$ cat src/tviu_pkg.sv
package tviu_pkg;

  // Machine cycle and hardware call timing
  localparam int CLK_PERIOD_NS = 10;
  localparam int MC_PERIOD_NS = 40;
  localparam int CLKS_PER_MC = (MC_PERIOD_NS + CLK_PERIOD_NS - 1) / CLK_PERIOD_NS;
  localparam int CALL_MCS = 4;
  localparam int CALL_CLKS = CALL_MCS * CLKS_PER_MC;

  // Sources
  localparam int NSRC = 13;
  localparam int SRC_EXT0 = 0;
  localparam int SRC_SER0 = 4;
  localparam int SRC_TMR2 = 5;
  localparam int SRC_SER1 = 6;
  localparam int SRC_EXT2 = 7;
  localparam int SRC_PFAIL = 12;

  // Flag bit positions
  localparam int F_EXT0 = 0;
  localparam int F_TF0 = 1;
  localparam int F_EXT1 = 2;
  localparam int F_TF1 = 3;
  localparam int F_U0RX = 4;
  localparam int F_U0TX = 5;
  localparam int F_TF2 = 6;
  localparam int F_TIMER2_EXT_EVENT = 7;
  localparam int F_U1RX = 8;
  localparam int F_U1TX = 9;
  localparam int F_EXT2 = 10;
  localparam int F_WDT = 14;
  localparam int F_PFAIL = 15;

  // Control register fields and the global enable bit
  localparam int C_TRIG0 = 0;
  localparam int C_TRIG1 = 1;
  localparam int C_HWCLR = 2;
  localparam int IE_GLOBAL = 7;

  // Register byte offsets
  localparam logic [4:0] OFS_INT_ENABLE = 5'h00;
  localparam logic [4:0] OFS_EXT_ENABLE2 = 5'h04;
  localparam logic [4:0] OFS_PRIORITY = 5'h08;
  localparam logic [4:0] OFS_EXT_PRIORITY2 = 5'h0c;
  localparam logic [4:0] OFS_FLAGS = 5'h10;
  localparam logic [4:0] OFS_CTRL = 5'h14;
  localparam logic [4:0] OFS_STATUS = 5'h18;

  // Reset values
  localparam logic [7:0] RST_ENABLE = 8'h00;
  localparam logic [7:0] RST_PRIORITY = 8'h00;
  localparam logic [15:0] RST_FLAGS = 16'h0000;
  localparam logic [5:0] RST_CTRL = 6'h00;

  // Vector table, index 12 first, index 0 last
  localparam logic [NSRC-1:0][15:0] VECTORS = {
    16'h0033, 16'h0063, 16'h005b, 16'h0053, 16'h004b, 16'h0043, 16'h003b,
    16'h002b, 16'h0023, 16'h001b, 16'h0013, 16'h000b, 16'h0003};

  typedef enum logic {TVIU_IDLE, TVIU_CALL} tviu_call_state_t;

endpackage

$ cat src/tviu_top.sv
// Summary of operation
// - Thirteen sources, each flag, enable, vector; priority for all but power fail, which is always high
// - External 0 and 1 select edge or level
// - Edge mode samples per machine cycle, falling
// - Edge external 0/1 flag cleared on entry
// - Level mode flag follows pin, not cleared on entry
// - External 2-5 edge only, software cleared
// - Hardware clear select clears external 2-5
// - Timer 0/1 flags cleared on vectoring
// - Timer 2 request ORs two flags, kept
// - Watchdog needs its enable; software clears
// - Serial request ORs rx/tx, never cleared by hardware
// - Software may write every request flag
// - Individual enables; global spares power fail
// - Two levels; low never preempts high
// - Fixed order within a level
// - Sample and resolve every machine cycle
// - Call only on last cycle, unrestricted
// - Denied requests are not remembered
// - Call pushes PC, loads vector, no status
// - Vector table per source
// - Interrupt exit ends the current routine
// - Plain subroutine exit leaves service active
// - Hardware call lasts four machine cycles
//
// Our own choices: the placing of the registers and the Avalon-MM slave port.
`timescale 1ns/1ps
`default_nettype none
module tviu_top #(
  parameter int NSRC = tviu_pkg::NSRC
) (
  // Clock and reset
  input wire logic sys_clk_i,
  input wire logic resetn_i,
  // Avalon-MM slave
  input wire logic [4:0] avs_address_i,
  input wire logic avs_read_i,
  input wire logic avs_write_i,
  input wire logic [31:0] avs_writedata_i,
  input wire logic [3:0] avs_byteenable_i,
  output logic [31:0] avs_readdata_o,
  output logic avs_waitrequest_o,
  // External pins, active low requests
  input wire logic [5:0] ext_pin_i,
  // Peripheral flag set pulses
  input wire logic timer0_overflow_i,
  input wire logic timer1_overflow_i,
  input wire logic timer2_overflow_i,
  input wire logic timer2_ext_event_i,
  input wire logic uart0_rx_done_i,
  input wire logic uart0_tx_done_i,
  input wire logic uart1_rx_done_i,
  input wire logic uart1_tx_done_i,
  input wire logic watchdog_timeout_flag_i,
  input wire logic power_fail_flag_i,
  // Instruction sequencer
  input wire logic mc_last_i,
  input wire logic call_blocked_i,
  input wire logic int_exit_i,
  output logic mc_tick_o,
  output logic call_o,
  output logic call_active_o,
  output logic [15:0] vector_o,
  output logic [1:0] in_service_o
);

  typedef struct packed {
    logic [31:0] readdata;
    logic waitreq;
    logic [7:0] int_enable_reg;
    logic [7:0] ext_enable_reg2;
    logic [7:0] priority_reg;
    logic [7:0] ext_priority_reg2;
    logic [15:0] flags;
    logic [5:0] ctrl;
    logic [5:0] pin_prev;
    logic [7:0] mc_cnt;
    logic tick;
    tviu_pkg::tviu_call_state_t call_state;
    logic [7:0] call_cnt;
    logic call;
    logic [3:0] call_src;
    logic [15:0] vector;
    logic [1:0] in_service;
  } tviu_state_t;

  localparam logic [7:0] MC_LAST = 8'(tviu_pkg::CLKS_PER_MC - 1);
  localparam logic [7:0] CALL_LEN = 8'(tviu_pkg::CALL_CLKS);

  tviu_state_t st;
  tviu_state_t next_st;
  logic [NSRC-1:0] src_flag;
  logic [NSRC-1:0] src_en;
  logic [NSRC-1:0] src_req;
  logic [NSRC-1:0] src_high;
  logic win_valid;
  logic [3:0] win_idx;
  logic win_level;
  logic wr_en;
  logic issue;
  logic [31:0] rd_mux;
  logic [15:0] hw_clr;
  logic [15:0] hw_set;

  function automatic logic [31:0] merge(input logic [31:0] old, input logic [31:0] val,
                                        input logic [3:0] be);
    logic [31:0] res;
    res = old;
    for (int b = 0; b < 4; b++) begin
      if (be[b]) begin
        res[b*8 +: 8] = val[b*8 +: 8];
      end
    end
    return res;
  endfunction

  tviu_resolve #(
    .NSRC(NSRC)
  ) tviu_resolve_i (
    .req_i(src_req),
    .high_i(src_high),
    .in_service_i(st.in_service),
    .valid_o(win_valid),
    .idx_o(win_idx),
    .level_o(win_level)
  );

  always_comb begin
    // timer 2 request ORs overflow and event
    // serial requests OR rx and tx done
    src_flag = {st.flags[tviu_pkg::F_PFAIL], st.flags[tviu_pkg::F_WDT],
                st.flags[tviu_pkg::F_EXT2 + 3 -: 4],
                st.flags[tviu_pkg::F_U1RX] | st.flags[tviu_pkg::F_U1TX],
                st.flags[tviu_pkg::F_TF2] | st.flags[tviu_pkg::F_TIMER2_EXT_EVENT],
                st.flags[tviu_pkg::F_U0RX] | st.flags[tviu_pkg::F_U0TX],
                st.flags[tviu_pkg::F_TF1], st.flags[tviu_pkg::F_EXT1],
                st.flags[tviu_pkg::F_TF0], st.flags[tviu_pkg::F_EXT0]};
    // watchdog enable is bit 4 of second enable
    src_en = {st.ext_enable_reg2[5:0], st.int_enable_reg[6:0]};
    src_high = {1'b1, st.ext_priority_reg2[4:0], st.priority_reg[6:0]};
    for (int i = 0; i < NSRC; i++) begin
      src_req[i] = src_flag[i] && src_en[i] &&
                   (st.int_enable_reg[tviu_pkg::IE_GLOBAL] || (i == tviu_pkg::SRC_PFAIL));
    end
  end

  always_comb begin
    rd_mux = 32'h0000_0000;
    if (avs_address_i == tviu_pkg::OFS_INT_ENABLE) begin
      rd_mux[7:0] = st.int_enable_reg;
    end else if (avs_address_i == tviu_pkg::OFS_EXT_ENABLE2) begin
      rd_mux[7:0] = st.ext_enable_reg2;
    end else if (avs_address_i == tviu_pkg::OFS_PRIORITY) begin
      rd_mux[7:0] = st.priority_reg;
    end else if (avs_address_i == tviu_pkg::OFS_EXT_PRIORITY2) begin
      rd_mux[7:0] = st.ext_priority_reg2;
    end else if (avs_address_i == tviu_pkg::OFS_FLAGS) begin
      rd_mux[15:0] = st.flags;
    end else if (avs_address_i == tviu_pkg::OFS_CTRL) begin
      rd_mux[5:0] = st.ctrl;
    end else if (avs_address_i == tviu_pkg::OFS_STATUS) begin
      rd_mux = {st.vector, 13'h0000, (st.call_state == tviu_pkg::TVIU_CALL), st.in_service};
    end
  end

  always_comb begin
    next_st = st;
    next_st.call = 1'b0;
    // Bus: one wait cycle, then data and acceptance
    wr_en = avs_write_i && !st.waitreq;
    next_st.waitreq = 1'b1;
    if ((avs_read_i || avs_write_i) && st.waitreq) begin
      next_st.waitreq = 1'b0;
      next_st.readdata = rd_mux;
    end
    if (wr_en) begin
      if (avs_address_i == tviu_pkg::OFS_INT_ENABLE) begin
        next_st.int_enable_reg = 8'(merge({24'h0, st.int_enable_reg}, avs_writedata_i, avs_byteenable_i));
      end else if (avs_address_i == tviu_pkg::OFS_EXT_ENABLE2) begin
        next_st.ext_enable_reg2 = 8'(merge({24'h0, st.ext_enable_reg2}, avs_writedata_i, avs_byteenable_i));
      end else if (avs_address_i == tviu_pkg::OFS_PRIORITY) begin
        next_st.priority_reg = 8'(merge({24'h0, st.priority_reg}, avs_writedata_i, avs_byteenable_i));
      end else if (avs_address_i == tviu_pkg::OFS_EXT_PRIORITY2) begin
        next_st.ext_priority_reg2 = 8'(merge({24'h0, st.ext_priority_reg2}, avs_writedata_i, avs_byteenable_i));
      end else if (avs_address_i == tviu_pkg::OFS_FLAGS) begin
        next_st.flags = 16'(merge({16'h0, st.flags}, avs_writedata_i, avs_byteenable_i));
      end else if (avs_address_i == tviu_pkg::OFS_CTRL) begin
        next_st.ctrl = 6'(merge({26'h0, st.ctrl}, avs_writedata_i, avs_byteenable_i));
      end
    end

    // Machine cycle divider
    next_st.mc_cnt = (st.mc_cnt == MC_LAST) ? 8'h00 : st.mc_cnt + 8'h01;
    next_st.tick = (next_st.mc_cnt == MC_LAST);

    // poll on the machine cycle tick
    // last cycle and no restricted instruction
    // no pending latch, decided afresh each tick
    issue = st.tick && (st.call_state == tviu_pkg::TVIU_IDLE) && win_valid &&
            mc_last_i && !call_blocked_i;

    // Hardware clears on entry
    hw_clr = 16'h0000;
    if (issue) begin
      if (win_idx == 4'(tviu_pkg::SRC_EXT0) && st.ctrl[tviu_pkg::C_TRIG0]) begin
        hw_clr[tviu_pkg::F_EXT0] = 1'b1;
      end
      if (win_idx == 4'(2) && st.ctrl[tviu_pkg::C_TRIG1]) begin
        hw_clr[tviu_pkg::F_EXT1] = 1'b1;
      end
      if (win_idx == 4'(1)) begin
        hw_clr[tviu_pkg::F_TF0] = 1'b1;
      end
      if (win_idx == 4'(3)) begin
        hw_clr[tviu_pkg::F_TF1] = 1'b1;
      end
      // optional hardware clear for external 2-5
      for (int k = 0; k < 4; k++) begin
        if (win_idx == 4'(tviu_pkg::SRC_EXT2 + k) && st.ctrl[tviu_pkg::C_HWCLR + k]) begin
          hw_clr[tviu_pkg::F_EXT2 + k] = 1'b1;
        end
      end
    end
    next_st.flags = next_st.flags & ~hw_clr;

    // Hardware sets win over any clear
    hw_set = 16'h0000;
    hw_set[tviu_pkg::F_TF0] = timer0_overflow_i;
    hw_set[tviu_pkg::F_TF1] = timer1_overflow_i;
    hw_set[tviu_pkg::F_TF2] = timer2_overflow_i;
    hw_set[tviu_pkg::F_TIMER2_EXT_EVENT] = timer2_ext_event_i;
    hw_set[tviu_pkg::F_U0RX] = uart0_rx_done_i;
    hw_set[tviu_pkg::F_U0TX] = uart0_tx_done_i;
    hw_set[tviu_pkg::F_U1RX] = uart1_rx_done_i;
    hw_set[tviu_pkg::F_U1TX] = uart1_tx_done_i;
    // watchdog and power fail cleared only by software
    hw_set[tviu_pkg::F_WDT] = watchdog_timeout_flag_i;
    hw_set[tviu_pkg::F_PFAIL] = power_fail_flag_i;
    if (st.tick) begin
      next_st.pin_prev = ext_pin_i;
      for (int k = 0; k < 4; k++) begin
        hw_set[tviu_pkg::F_EXT2 + k] = st.pin_prev[2 + k] && !ext_pin_i[2 + k];
      end
      hw_set[tviu_pkg::F_EXT0] = st.ctrl[tviu_pkg::C_TRIG0] ? (st.pin_prev[0] && !ext_pin_i[0]) : !ext_pin_i[0];
      hw_set[tviu_pkg::F_EXT1] = st.ctrl[tviu_pkg::C_TRIG1] ? (st.pin_prev[1] && !ext_pin_i[1]) : !ext_pin_i[1];
      // level mode flag tracks the pin
      if (!st.ctrl[tviu_pkg::C_TRIG0]) begin
        next_st.flags[tviu_pkg::F_EXT0] = 1'b0;
      end
      if (!st.ctrl[tviu_pkg::C_TRIG1]) begin
        next_st.flags[tviu_pkg::F_EXT1] = 1'b0;
      end
    end
    next_st.flags = next_st.flags | hw_set;

    // interrupt exit ends the highest active level
    // plain subroutine exit has no input here
    if (int_exit_i) begin
      if (st.in_service[1]) begin
        next_st.in_service[1] = 1'b0;
      end else begin
        next_st.in_service[0] = 1'b0;
      end
    end

    case (st.call_state)
      tviu_pkg::TVIU_IDLE: begin
        if (issue) begin
          // sequencer pushes PC and loads vector
          next_st.call = 1'b1;
          next_st.call_src = win_idx;
          next_st.vector = tviu_pkg::VECTORS[win_idx];
          next_st.in_service[win_level] = 1'b1;
          next_st.call_cnt = CALL_LEN;
          next_st.call_state = tviu_pkg::TVIU_CALL;
        end
      end
      tviu_pkg::TVIU_CALL: begin
        next_st.call_cnt = st.call_cnt - 8'h01;
        if (st.call_cnt == 8'h01) begin
          next_st.call_state = tviu_pkg::TVIU_IDLE;
        end
      end
      default: begin
        next_st.call_state = tviu_pkg::TVIU_IDLE;
      end
    endcase
  end

  always_ff @(posedge sys_clk_i or negedge resetn_i) begin
    if (!resetn_i) begin
      st <= '{readdata: 32'h0000_0000, waitreq: 1'b1,
              int_enable_reg: tviu_pkg::RST_ENABLE, ext_enable_reg2: tviu_pkg::RST_ENABLE,
              priority_reg: tviu_pkg::RST_PRIORITY, ext_priority_reg2: tviu_pkg::RST_PRIORITY,
              flags: tviu_pkg::RST_FLAGS, ctrl: tviu_pkg::RST_CTRL, pin_prev: 6'h3f,
              mc_cnt: 8'h00, tick: 1'b0, call_state: tviu_pkg::TVIU_IDLE, call_cnt: 8'h00,
              call: 1'b0, call_src: 4'h0, vector: 16'h0000, in_service: 2'b00};
    end else begin
      st <= next_st;
    end
  end

  assign avs_readdata_o = st.readdata;
  assign avs_waitrequest_o = st.waitreq;
  assign mc_tick_o = st.tick;
  assign call_o = st.call;
  assign call_active_o = (st.call_state == tviu_pkg::TVIU_CALL);
  assign vector_o = st.vector;
  assign in_service_o = st.in_service;
endmodule
`default_nettype wire

$ cat src/tviu_resolve.sv
`timescale 1ns/1ps
`default_nettype none
module tviu_resolve #(
  parameter int NSRC = 13
) (
  // Requests
  input wire logic [NSRC-1:0] req_i,
  input wire logic [NSRC-1:0] high_i,
  input wire logic [1:0] in_service_i,
  // Winner
  output logic valid_o,
  output logic [3:0] idx_o,
  output logic level_o
);

  always_comb begin
    valid_o = 1'b0;
    idx_o = 4'h0;
    level_o = 1'b0;
    // low pass, blocked by any service
    for (int i = NSRC - 1; i >= 0; i--) begin
      if (req_i[i] && !high_i[i] && (in_service_i == 2'b00)) begin
        valid_o = 1'b1;
        idx_o = 4'(i);
        level_o = 1'b0;
      end
    end
    for (int i = NSRC - 1; i >= 0; i--) begin
      if (req_i[i] && high_i[i] && !in_service_i[1]) begin
        valid_o = 1'b1;
        idx_o = 4'(i);
        level_o = 1'b1;
      end
    end
  end

endmodule
`default_nettype wire

$ cat config.mk
export PLATFORM = sky130hd
export DESIGN_NAME = tviu_top
export DESIGN_NICKNAME = d
export VERILOG_FILES = /design/src/tviu_pkg.sv /design/src/tviu_top.sv /design/src/tviu_resolve.sv
export SDC_FILE = /design/constraint.sdc
export NUM_CORES = 1
export LEC_CHECK = 0
export BUFFER_PORTS_ARGS = -buffer_cell sky130_fd_sc_hd__buf_2
export CAP_MARGIN = 20
export CORE_MARGIN = 10
export CORE_UTILIZATION = 30
export CTS_CLUSTER_DIAMETER = 200
export DETAILED_ROUTE_END_ITERATION = 8
export GPL_TIMING_DRIVEN = 0
export MAX_ROUTING_LAYER = met4
export PLACE_DENSITY_LB_ADDON = 0.2
export SYNTH_ARGS = -nofsm -noshare
export SYNTH_HDL_FRONTEND = slang
export SYNTH_SLANG_ARGS = --single-unit
$ cat constraint.sdc
create_clock -name sys_clk_i -period 4.11 [get_ports sys_clk_i]
set_input_delay 0 -clock sys_clk_i [delete_from_list [all_inputs] [get_ports sys_clk_i]]
set_output_delay 0 -clock sys_clk_i [all_outputs]
set_load 0.02 [all_outputs]
==> results of run 1 <==
[synth_stat cells, drive strengths merged (4+ instances only)]
master / n / area [sq um]
dfrtp: 101 / 2530
nand2: 66 / 248
buf: 56 / 415
o21ai: 50 / 250
mux2: 43 / 484
nor2: 34 / 128
nand3: 21 / 105
inv: 19 / 71.3
nand3b: 19 / 143
a21oi: 16 / 80.1
clkbuf: 15 / 56.3
nor3: 14 / 75.1
mux2i: 10 / 100
ha: 9 / 113
a22oi: 8 / 60.1
dfstp: 7 / 184
or2: 6 / 37.5
xnor2: 6 / 52.6
mux4: 5 / 116
or3: 5 / 31.3
a211o: 4 / 35.0
a41o: 4 / 40.0
and2: 4 / 25.0
and3: 4 / 25.0
o22ai: 4 / 25.0
[sequential cells by signal, indices dropped and copies added, names as in the netlist]
register / flops
src_en: 13
src_high: 12
st: 41
mc_tick_o: 1
call_active_o: 1
avs_readdata_o: 21
call_o: 1
src_flag: 10
vector_o: 5
in_service_o: 2
avs_waitrequest_o: 1
[worst max-delay path: cells and delay by family, from the launching register on]
kind,cells,cell delay [ns]
and+or+nand+nor,4,1.42
AOI/OAI and AO/OA,5,0.73
adders and majority gates,1,0.24
DFF,1,0.51
buffers and inverters,3,0.81
[layer usage]
| layer | up-vias | routed length (microns) | part of all wire, % |
|---|---|---|---|
| met1 | 2276 | 8690 | 49 |
| met2 | 98 | 8020 | 45 |
| met3 | 16 | 690 | 3.9 |
| met5 | - | 0 | 0 |
| li1 | 2294 | - | - |
| met4 | 0 | 264 | 1.5 |
[final cells by class]
type                            count  area (sq um)  area share, %
Clock inverter                      7          76.3           1.04
Inverter                           19          71.3          0.968
Multi-Input combinational cell    404          2690           36.6
Buffer                             71           472           6.40
Tap cell                          265           332           4.50
Sequential cell                   108          2710           36.8
Clock buffer                        9           225           3.06
Timing Repair Buffer              116           788           10.7
[power by group through the flow]
stage               sequential (mW)  clock [mW]  combinational [mW]
finish                         1.26       0.901               0.487
global route                   1.28       0.968               0.543
CTS                            1.26       0.927               0.494
detailed placement             1.28           0               0.472
global placement               1.28           0               0.457
floorplan                      1.25           0               0.321
[timing repair]
action,4_1_cts,5_1_grt
hold buffers,36,0
hold endpoints to repair,107,0
endpoints found under the setup margin,0,0
[stage by stage]
step	total power, mW	area, sq um	std cells	hold slack, ns
floorplan	1.57	5950	602	-0.296
global placement	1.73	6670	945	0.187
finish	2.65	7370	999	0.0337
global route	2.79	7370	999	0.0625
detailed placement	1.75	6710	947	0.112
CTS	2.68	7370	999	0.0206
[worst min-delay path by stage]
| stage | from | endpoint | slack, ns |
|---|---|---|---|
| 2_1_floorplan | resetn_i | avs_readdata_o[0] | -0.30 |
| 6_report | call_blocked_i | in_service_o[0] | 0.03 |
| 5_1_grt | call_blocked_i | in_service_o[0] | 0.06 |
| 3_3_place_gp | uart1_tx_done_i | st[62] | 0.19 |
| 3_5_place_dp | resetn_i | st[33] | 0.11 |
| 4_1_cts | call_blocked_i | in_service_o[0] | 0.02 |
[cell families after synthesis]
group	Yosys count	synth area share, %
adder cells (fa/ha/maj)	9	1.92
XOR/XNOR	6	0.894
buffers and inverters	90	9.24
other	1	0.0638
AO/OA/AOI/OAI	117	13.0
flip-flops	108	46.1
multiplexers	58	11.9
AND/OR/NAND/NOR	194	16.9
==> qor_table.md, run 1 <==
| Item | Value | Unit |
|---|---|---|
| Kind of end point of the critical path | flop | - |
| Max Clk Rate | 0.260 | GHz |
| Slew HR | 35.2 | % |
| Remaining DRCs | 0 | - |
| Detail-routed net length per standard cell | 17.7 | microns |
| Result of the run | finished clean | - |
| Critical path cell sequence | or3b_4, buf_6, or3b_1, o21ai_1, a221oi_1, o41ai_2, a31oi_1, or2_2, inv_1, ha_1, and3b_1, o21bai_1, dlygate4sd3_1 | - |
| Layout-stage area growth over the synthesis result | 25.4 | % |
| Transition time at the pin with the least slew margin | 0.970 | ns |
| Floorplan core area | 19400 | sq um |
| Share of power burned in combinational logic | 18.4 | % |
| Portion of total power attributed to sequential cells | 47.6 | % |
| Part of the total power dissipated in the clock network | 34.0 | % |
| Total Negative Setup Slacks | 0 | ns |
| Number of enable flip-flop cells after synthesis | 0 | - |
| Row Count | 51 | - |
| Number of global-route vias before repair | 4978 | - |
| Data required time of the critical path | 4.35 | ns |
| Number of buffers added by the clock tree synthesis step | 9 | - |
| Buffer count from post-CTS setup fixing | 0 | - |
| Worst r2r src | in_service_o[1] | - |
| Worst path arrival time | 4.09 | ns |
| Flip-flop cell with the highest count after synthesis | sky130_fd_sc_hd__dfrtp_1 | - |
| Maximum number of pins on one net before global-route repair | 56 | - |
| Total Routed Length | 17700 | microns |
| Most used cells in the layout excluding fill and tap cells | sky130_fd_sc_hd__dfrtp_1, sky130_fd_sc_hd__buf_2, sky130_fd_sc_hd__nand2_1, sky130_fd_sc_hd__buf_4, sky130_fd_sc_hd__o21ai_0 | - |
| Slack of the critical path | 0.266 | ns |
| Number of antenna repair diodes | 0 | - |
| Proportion of layout cells with a drive suffix above 1 | 30.0 | % |
| Cell-internal power | 1.87 | mW |
| Psw | 781 | uW |
| Source of the critical timing path | in_service_o[1] | - |
| H-tree lvl count | 3 | - |
| Pleak | 3.43 | nW |
| Post-detailed-route via-to-cell ratio | 4.69 | - |
| PortBufs | 78 | - |
| Clock-pin slew on the worst setup and hold paths | 0.07 | ns |
| Global-route usage over all layers | 14.2 | % |
| Async S/R FF share, synth | 100 | % |
| CP endpoint | src_flag[3] | - |
| Worst Path Max Fanout | 10 | - |
| Logic depth of the worst register-to-register path | 13 | - |
| Count of endpoints failing hold in the final timing report | 0 | - |
| Unrepaired setup endpoints after global routing | false | - |
| Die H | 160 | microns |
| Worst stage delay on the critical path | 0.55 | ns |
| Antenna violations before repair | 0 | - |
| Max Root-Sink Buffers | 2 | - |
| Leading cell type in the layout, fill and taps excluded | sky130_fd_sc_hd__dfrtp_1 | - |
| PD cells | 359 | nW/um^2 |
| Number of nets in the layout | 802 | - |
| CTS Root Buffer Type | sky130_fd_sc_hd__clkbuf_16 | - |
| Clock Skews | 0.0145 | ns |
| Net switching share of the total power | 29.5 | % |
| Average cell area after synthesis | 10.1 | sq um |
| CP max-delay cell | sky130_fd_sc_hd__dlygate4sd3_1 | - |
| GR Overflow Total | 0 | - |
| Number of failing setup endpoints in the final timing report | 0 | - |
| Part of the Yosys area used for sequential elements | 46.1 | % |
| # resized after CTS | 0 | - |
| Width of the die | 160 | microns |
| Shortest period the worst path allows | 3.84 | ns |
| Number of fill cells | 2015 | - |
| Number of standard cells after synthesis | 583 | - |
| Cell area after technology mapping | 5880 | sq um |
| Met1 Track Usage GR | 18.8 | % |
| Synth Warn # | 0 | - |
| Routability-driven placement congestion ratio | 0.930 | - |
| Unique cell type count in the Yosys netlist | 64 | - |
| Final period util | 93.5 | % |
| Wire length of the first global-routing pass | 28000 | microns |
| TritonCTS Sinks | 108 | - |
| Die outline area | 25600 | sq um |
| Antenna viol nets, final | 0 | - |
| Final number of max-transition violations | 0 | - |
| GR Layer Usage met2 | 21.7 | % |
| Final design utilization | 38.0 | % |
| Endpoint of the most critical register-to-register path | src_flag[3] | - |
| Number of design-rule violations left by the first detailed-router iteration | 314 | - |
| First-pass DRT Iterations | 5 | - |
| Clock network latency to the later pin of the worst-skew pair | 0.36 | ns |
| Layer with the highest usage after global routing | met2 | - |
| Total vias in the final route | 4684 | - |
| Hold crit path type | input pin to flop | - |
| IR Drop Worst-Case VDD | 0.184 | mV |
| Total of max-cap violations | 0 | - |
| Worst slack, placed | 0.760 | ns |
| I/O pins | 118 | - |
| Hold path cells | 4 | - |
| Register bit total from synthesis | 108 | - |
| Met3 layer usage reported by global route | 2.54 | % |
| Starting density of the core | 30.3 | % |
| Slack of the worst reg-to-reg path | 0.27 | ns |
| Final HPWL from detailed placement | 13900 | microns |
| Kind of critical path | flop to flop | - |
| TritonCTS clock tree | built | - |
| Nature of the critical path startpoint | flop | - |
Note: power is estimated with default switching activity, not from simulation.
==> run 2: changes to the inputs <==
- clock period: 4.11 -> 3.95 ns (I/O delays scaled with it)
==> run 2 against run 1 <==
Power grew 4.1%. Largest cell class unchanged. Final area is essentially flat. Highest routed layer unchanged. Worst setup slack lost 0.11 ns. Critical path type unchanged. Largest power group unchanged. Worst hold slack is essentially flat.
==> qor_table.md, run 2 (same netlist as run 1, synthesis figures left out) <==
| Item | Value | Unit | Change |
|---|---|---|---|
| Data required time of the critical path | 4.19 | ns | was 4.35 ns |
| Met3 WL post-DR | 690 | microns | unchanged |
| Die H | 160 | microns | unchanged |
| Met2 layer wire length in the routed design | 8020 | microns | unchanged |
| Worst r2r src | in_service_o[0] | - | was in_service_o[1] |
| Most used cells in the layout excluding fill and tap cells | sky130_fd_sc_hd__dfrtp_1, sky130_fd_sc_hd__buf_2, sky130_fd_sc_hd__nand2_1, sky130_fd_sc_hd__buf_4, sky130_fd_sc_hd__o21ai_0 | - | unchanged |
| Kind of critical path | flop to flop | - | unchanged |
| Width of the die | 160 | microns | unchanged |
| Total of max-cap violations | 0 | - | unchanged |
| Post-detailed-route via-to-cell ratio | 4.69 | - | unchanged |
| Number of nets in the layout | 802 | - | unchanged |
| Register area | 2710 | sq um | about the same |
| I/O pins | 118 | - | unchanged |
| Starting density of the core | 30.3 | % | unchanged |
| Endpoint of the most critical register-to-register path | src_flag[3] | - | unchanged |
| Slack of the worst reg-to-reg path | 0.15 | ns | was 0.27 ns |
| Worst Path Max Fanout | 10 | - | unchanged |
| Number of design-rule violations left by the first detailed-router iteration | 314 | - | unchanged |
| Clock-pin slew on the worst setup and hold paths | 0.07 | ns | about the same |
| Min-Delay Startpoint | call_blocked_i | - | unchanged |
| Global-route usage over all layers | 14.2 | % | unchanged |
| Final number of max-transition violations | 0 | - | unchanged |
| Transition time at the pin with the least slew margin | 0.970 | ns | unchanged |
| Top routing layer in use | met4 | - | unchanged |
| Logic depth of the worst register-to-register path | 13 | - | unchanged |
| Max Root-Sink Buffers | 2 | - | unchanged |
| First-pass DRT Iterations | 5 | - | unchanged |
| Routability-driven placement congestion ratio | 0.930 | - | unchanged |
| Number of global-route vias before repair | 4978 | - | unchanged |
| Row Count | 51 | - | unchanged |
| IR Drop Worst-Case VDD | 0.191 | mV | was 0.184 mV |
| CTS Root Buffer Type | sky130_fd_sc_hd__clkbuf_16 | - | unchanged |
| Kind of end point of the critical path | flop | - | unchanged |
| Worst path arrival time | 4.04 | ns | was 4.09 ns |
| Final HPWL from detailed placement | 13900 | microns | unchanged |
| Unrepaired setup endpoints after global routing | false | - | unchanged |
| Layout-stage area growth over the synthesis result | 25.4 | % | about the same |
| Wire length of the first global-routing pass | 28000 | microns | unchanged |
| GR Overflow Total | 0 | - | unchanged |
| Hold crit path type | input pin to flop | - | unchanged |
| H-tree lvl count | 3 | - | unchanged |
| Slew HR | 35.2 | % | unchanged |
| M1 wire length | 8690 | microns | unchanged |
| Antenna viol nets, final | 0 | - | unchanged |
| Flip-flop count of the largest register after layout | 41 | - | unchanged |
| PortBufs | 78 | - | unchanged |
| TritonCTS Sinks | 108 | - | unchanged |
| Number of failing setup endpoints in the final timing report | 0 | - | unchanged |
| Proportion of layout cells with a drive suffix above 1 | 30.2 | % | was 30.0% |
| Largest register by flop count | st | - | unchanged |
| Fin cells | 999 | - | unchanged |
| Floorplan core area | 19400 | sq um | unchanged |
| Number of buffers added by the clock tree synthesis step | 9 | - | unchanged |
| Clock network latency to the later pin of the worst-skew pair | 0.36 | ns | about the same |
| Total Negative Setup Slacks | 0 | ns | unchanged |
| Die outline area | 25600 | sq um | unchanged |
| Antenna violations before repair | 0 | - | unchanged |
| Shortest period the worst path allows | 3.80 | ns | was 3.84 ns |
| Final period util | 96.2 | % | was 93.5% |
| Number of fill cells | 2014 | - | was 2015 |
| Count of endpoints failing hold in the final timing report | 0 | - | unchanged |
| Result of the run | finished clean | - | unchanged |
| Area of the multi-input gates | 2690 | sq um | unchanged |
| Detail-routed net length per standard cell | 17.7 | microns | unchanged |
| Total instance count after detailed placement | 947 | - | unchanged |
| Total vias in the final route | 4684 | - | unchanged |
| Leading cell type in the layout, fill and taps excluded | sky130_fd_sc_hd__dfrtp_1 | - | unchanged |
| Max Clk Rate | 0.263 | GHz | was 0.260 GHz |
| Source of the critical timing path | in_service_o[0] | - | was in_service_o[1] |
| TritonCTS clock tree | built | - | unchanged |
| Hold path cells | 4 | - | unchanged |
| Clock Skews | 0.0145 | ns | unchanged |
| Pleak | 3.43 | nW | about the same |
| Maximum number of pins on one net before global-route repair | 56 | - | unchanged |
| Total Routed Length | 17700 | microns | unchanged |
| Remaining DRCs | 0 | - | unchanged |
| Number of antenna repair diodes | 0 | - | unchanged |
| Nature of the critical path startpoint | flop | - | unchanged |
| PD cells | 374 | nW/um^2 | was 359 nW/um^2 |
| Destination of the worst hold path | in_service_o[0] | - | unchanged |
-- run 2: changes by cell type in the layout (fill, tap and decap cells not counted) --
cell,change
sky130_fd_sc_hd__dfrtp_2,+2
sky130_fd_sc_hd__dfrtp_1,-2
-- run 2: final cells by class --
type / instances / share of cell area [%]
Timing Repair Buffer: 116 / 10.7
Clock inverter: 7 / 1.04
Clock buffer: 9 / 3.05
Tap cell: 265 / 4.50
Multi-Input combinational cell: 404 / 36.5
Buffer: 71 / 6.40
Sequential cell: 108 / 36.8
Inverter: 19 / 0.967
-- run 2: through the flow --
| stage | cell area (sq um) | setup slack (ns) | hold WS [ns] | utilization, % | power, mW |
|---|---|---|---|---|---|
| after floorplan | 5950 | 0.988 | -0.296 | - | 1.63 |
| after global placement | 6670 | 0.587 | 0.187 | 34.4 | 1.80 |
| after detailed placement | 6710 | 0.600 | 0.112 | 34.6 | 1.82 |
| after CTS | 7370 | 0.102 | 0.0206 | 38.0 | 2.79 |
| after global routing | 7370 | 0.00657 | 0.0625 | 38.0 | 2.90 |
| final | 7370 | 0.151 | 0.0337 | 38.0 | 2.76 |
-- run 2: how the worst max path moves through the flow --
stage | to | slack [ns] | cells past startpoint
2_1_floorplan | vector_o[3] | 0.99 | 11
3_3_place_gp | vector_o[3] | 0.59 | 11
5_1_grt | src_flag[3] | 0.007 | 13
4_1_cts | src_flag[3] | 0.10 | 13
3_5_place_dp | vector_o[3] | 0.60 | 11
6_report | src_flag[3] | 0.15 | 13
-- run 2: timing repair --
action,in CTS,in global routing
hold endpoints to repair,107,0
hold buffers,36,0
setup buffers,0,0
resized for setup,0,2
endpoints found under the setup margin,0,1
-- run 2: per-layer routing --
| metal | GRT usage [%] | vias up |
|---|---|---|
| met2 | 21.7 | 98 |
| met5 | - | - |
| met1 | 18.8 | 2276 |
| met3 | 2.54 | 16 |
| li1 | - | 2294 |
| met4 | 4.51 | 0 |
-- run 2: where the power goes --
part           total, mW  internal [mW]  switching [mW]  leakage, nW
logic              0.507          0.235           0.272         1.95
clock network      0.937          0.496           0.441        0.142
registers           1.31           1.21          0.0991         1.34
total               2.76           1.94           0.813         3.43
-- run 2: worst max-delay path, stage by stage (launching register included) --
cell                            delay, ns
sky130_fd_sc_hd__dfrtp_1             0.49
sky130_fd_sc_hd__or3b_4              0.45
sky130_fd_sc_hd__buf_6               0.15
sky130_fd_sc_hd__or3b_1              0.36
sky130_fd_sc_hd__o21ai_1             0.08
sky130_fd_sc_hd__a221oi_1            0.12
sky130_fd_sc_hd__o41ai_2             0.25
sky130_fd_sc_hd__a31oi_1             0.20
sky130_fd_sc_hd__or2_2               0.35
sky130_fd_sc_hd__inv_1               0.11
sky130_fd_sc_hd__ha_1                0.24
sky130_fd_sc_hd__and3b_1             0.24
sky130_fd_sc_hd__o21bai_1            0.08
sky130_fd_sc_hd__dlygate4sd3_1       0.55
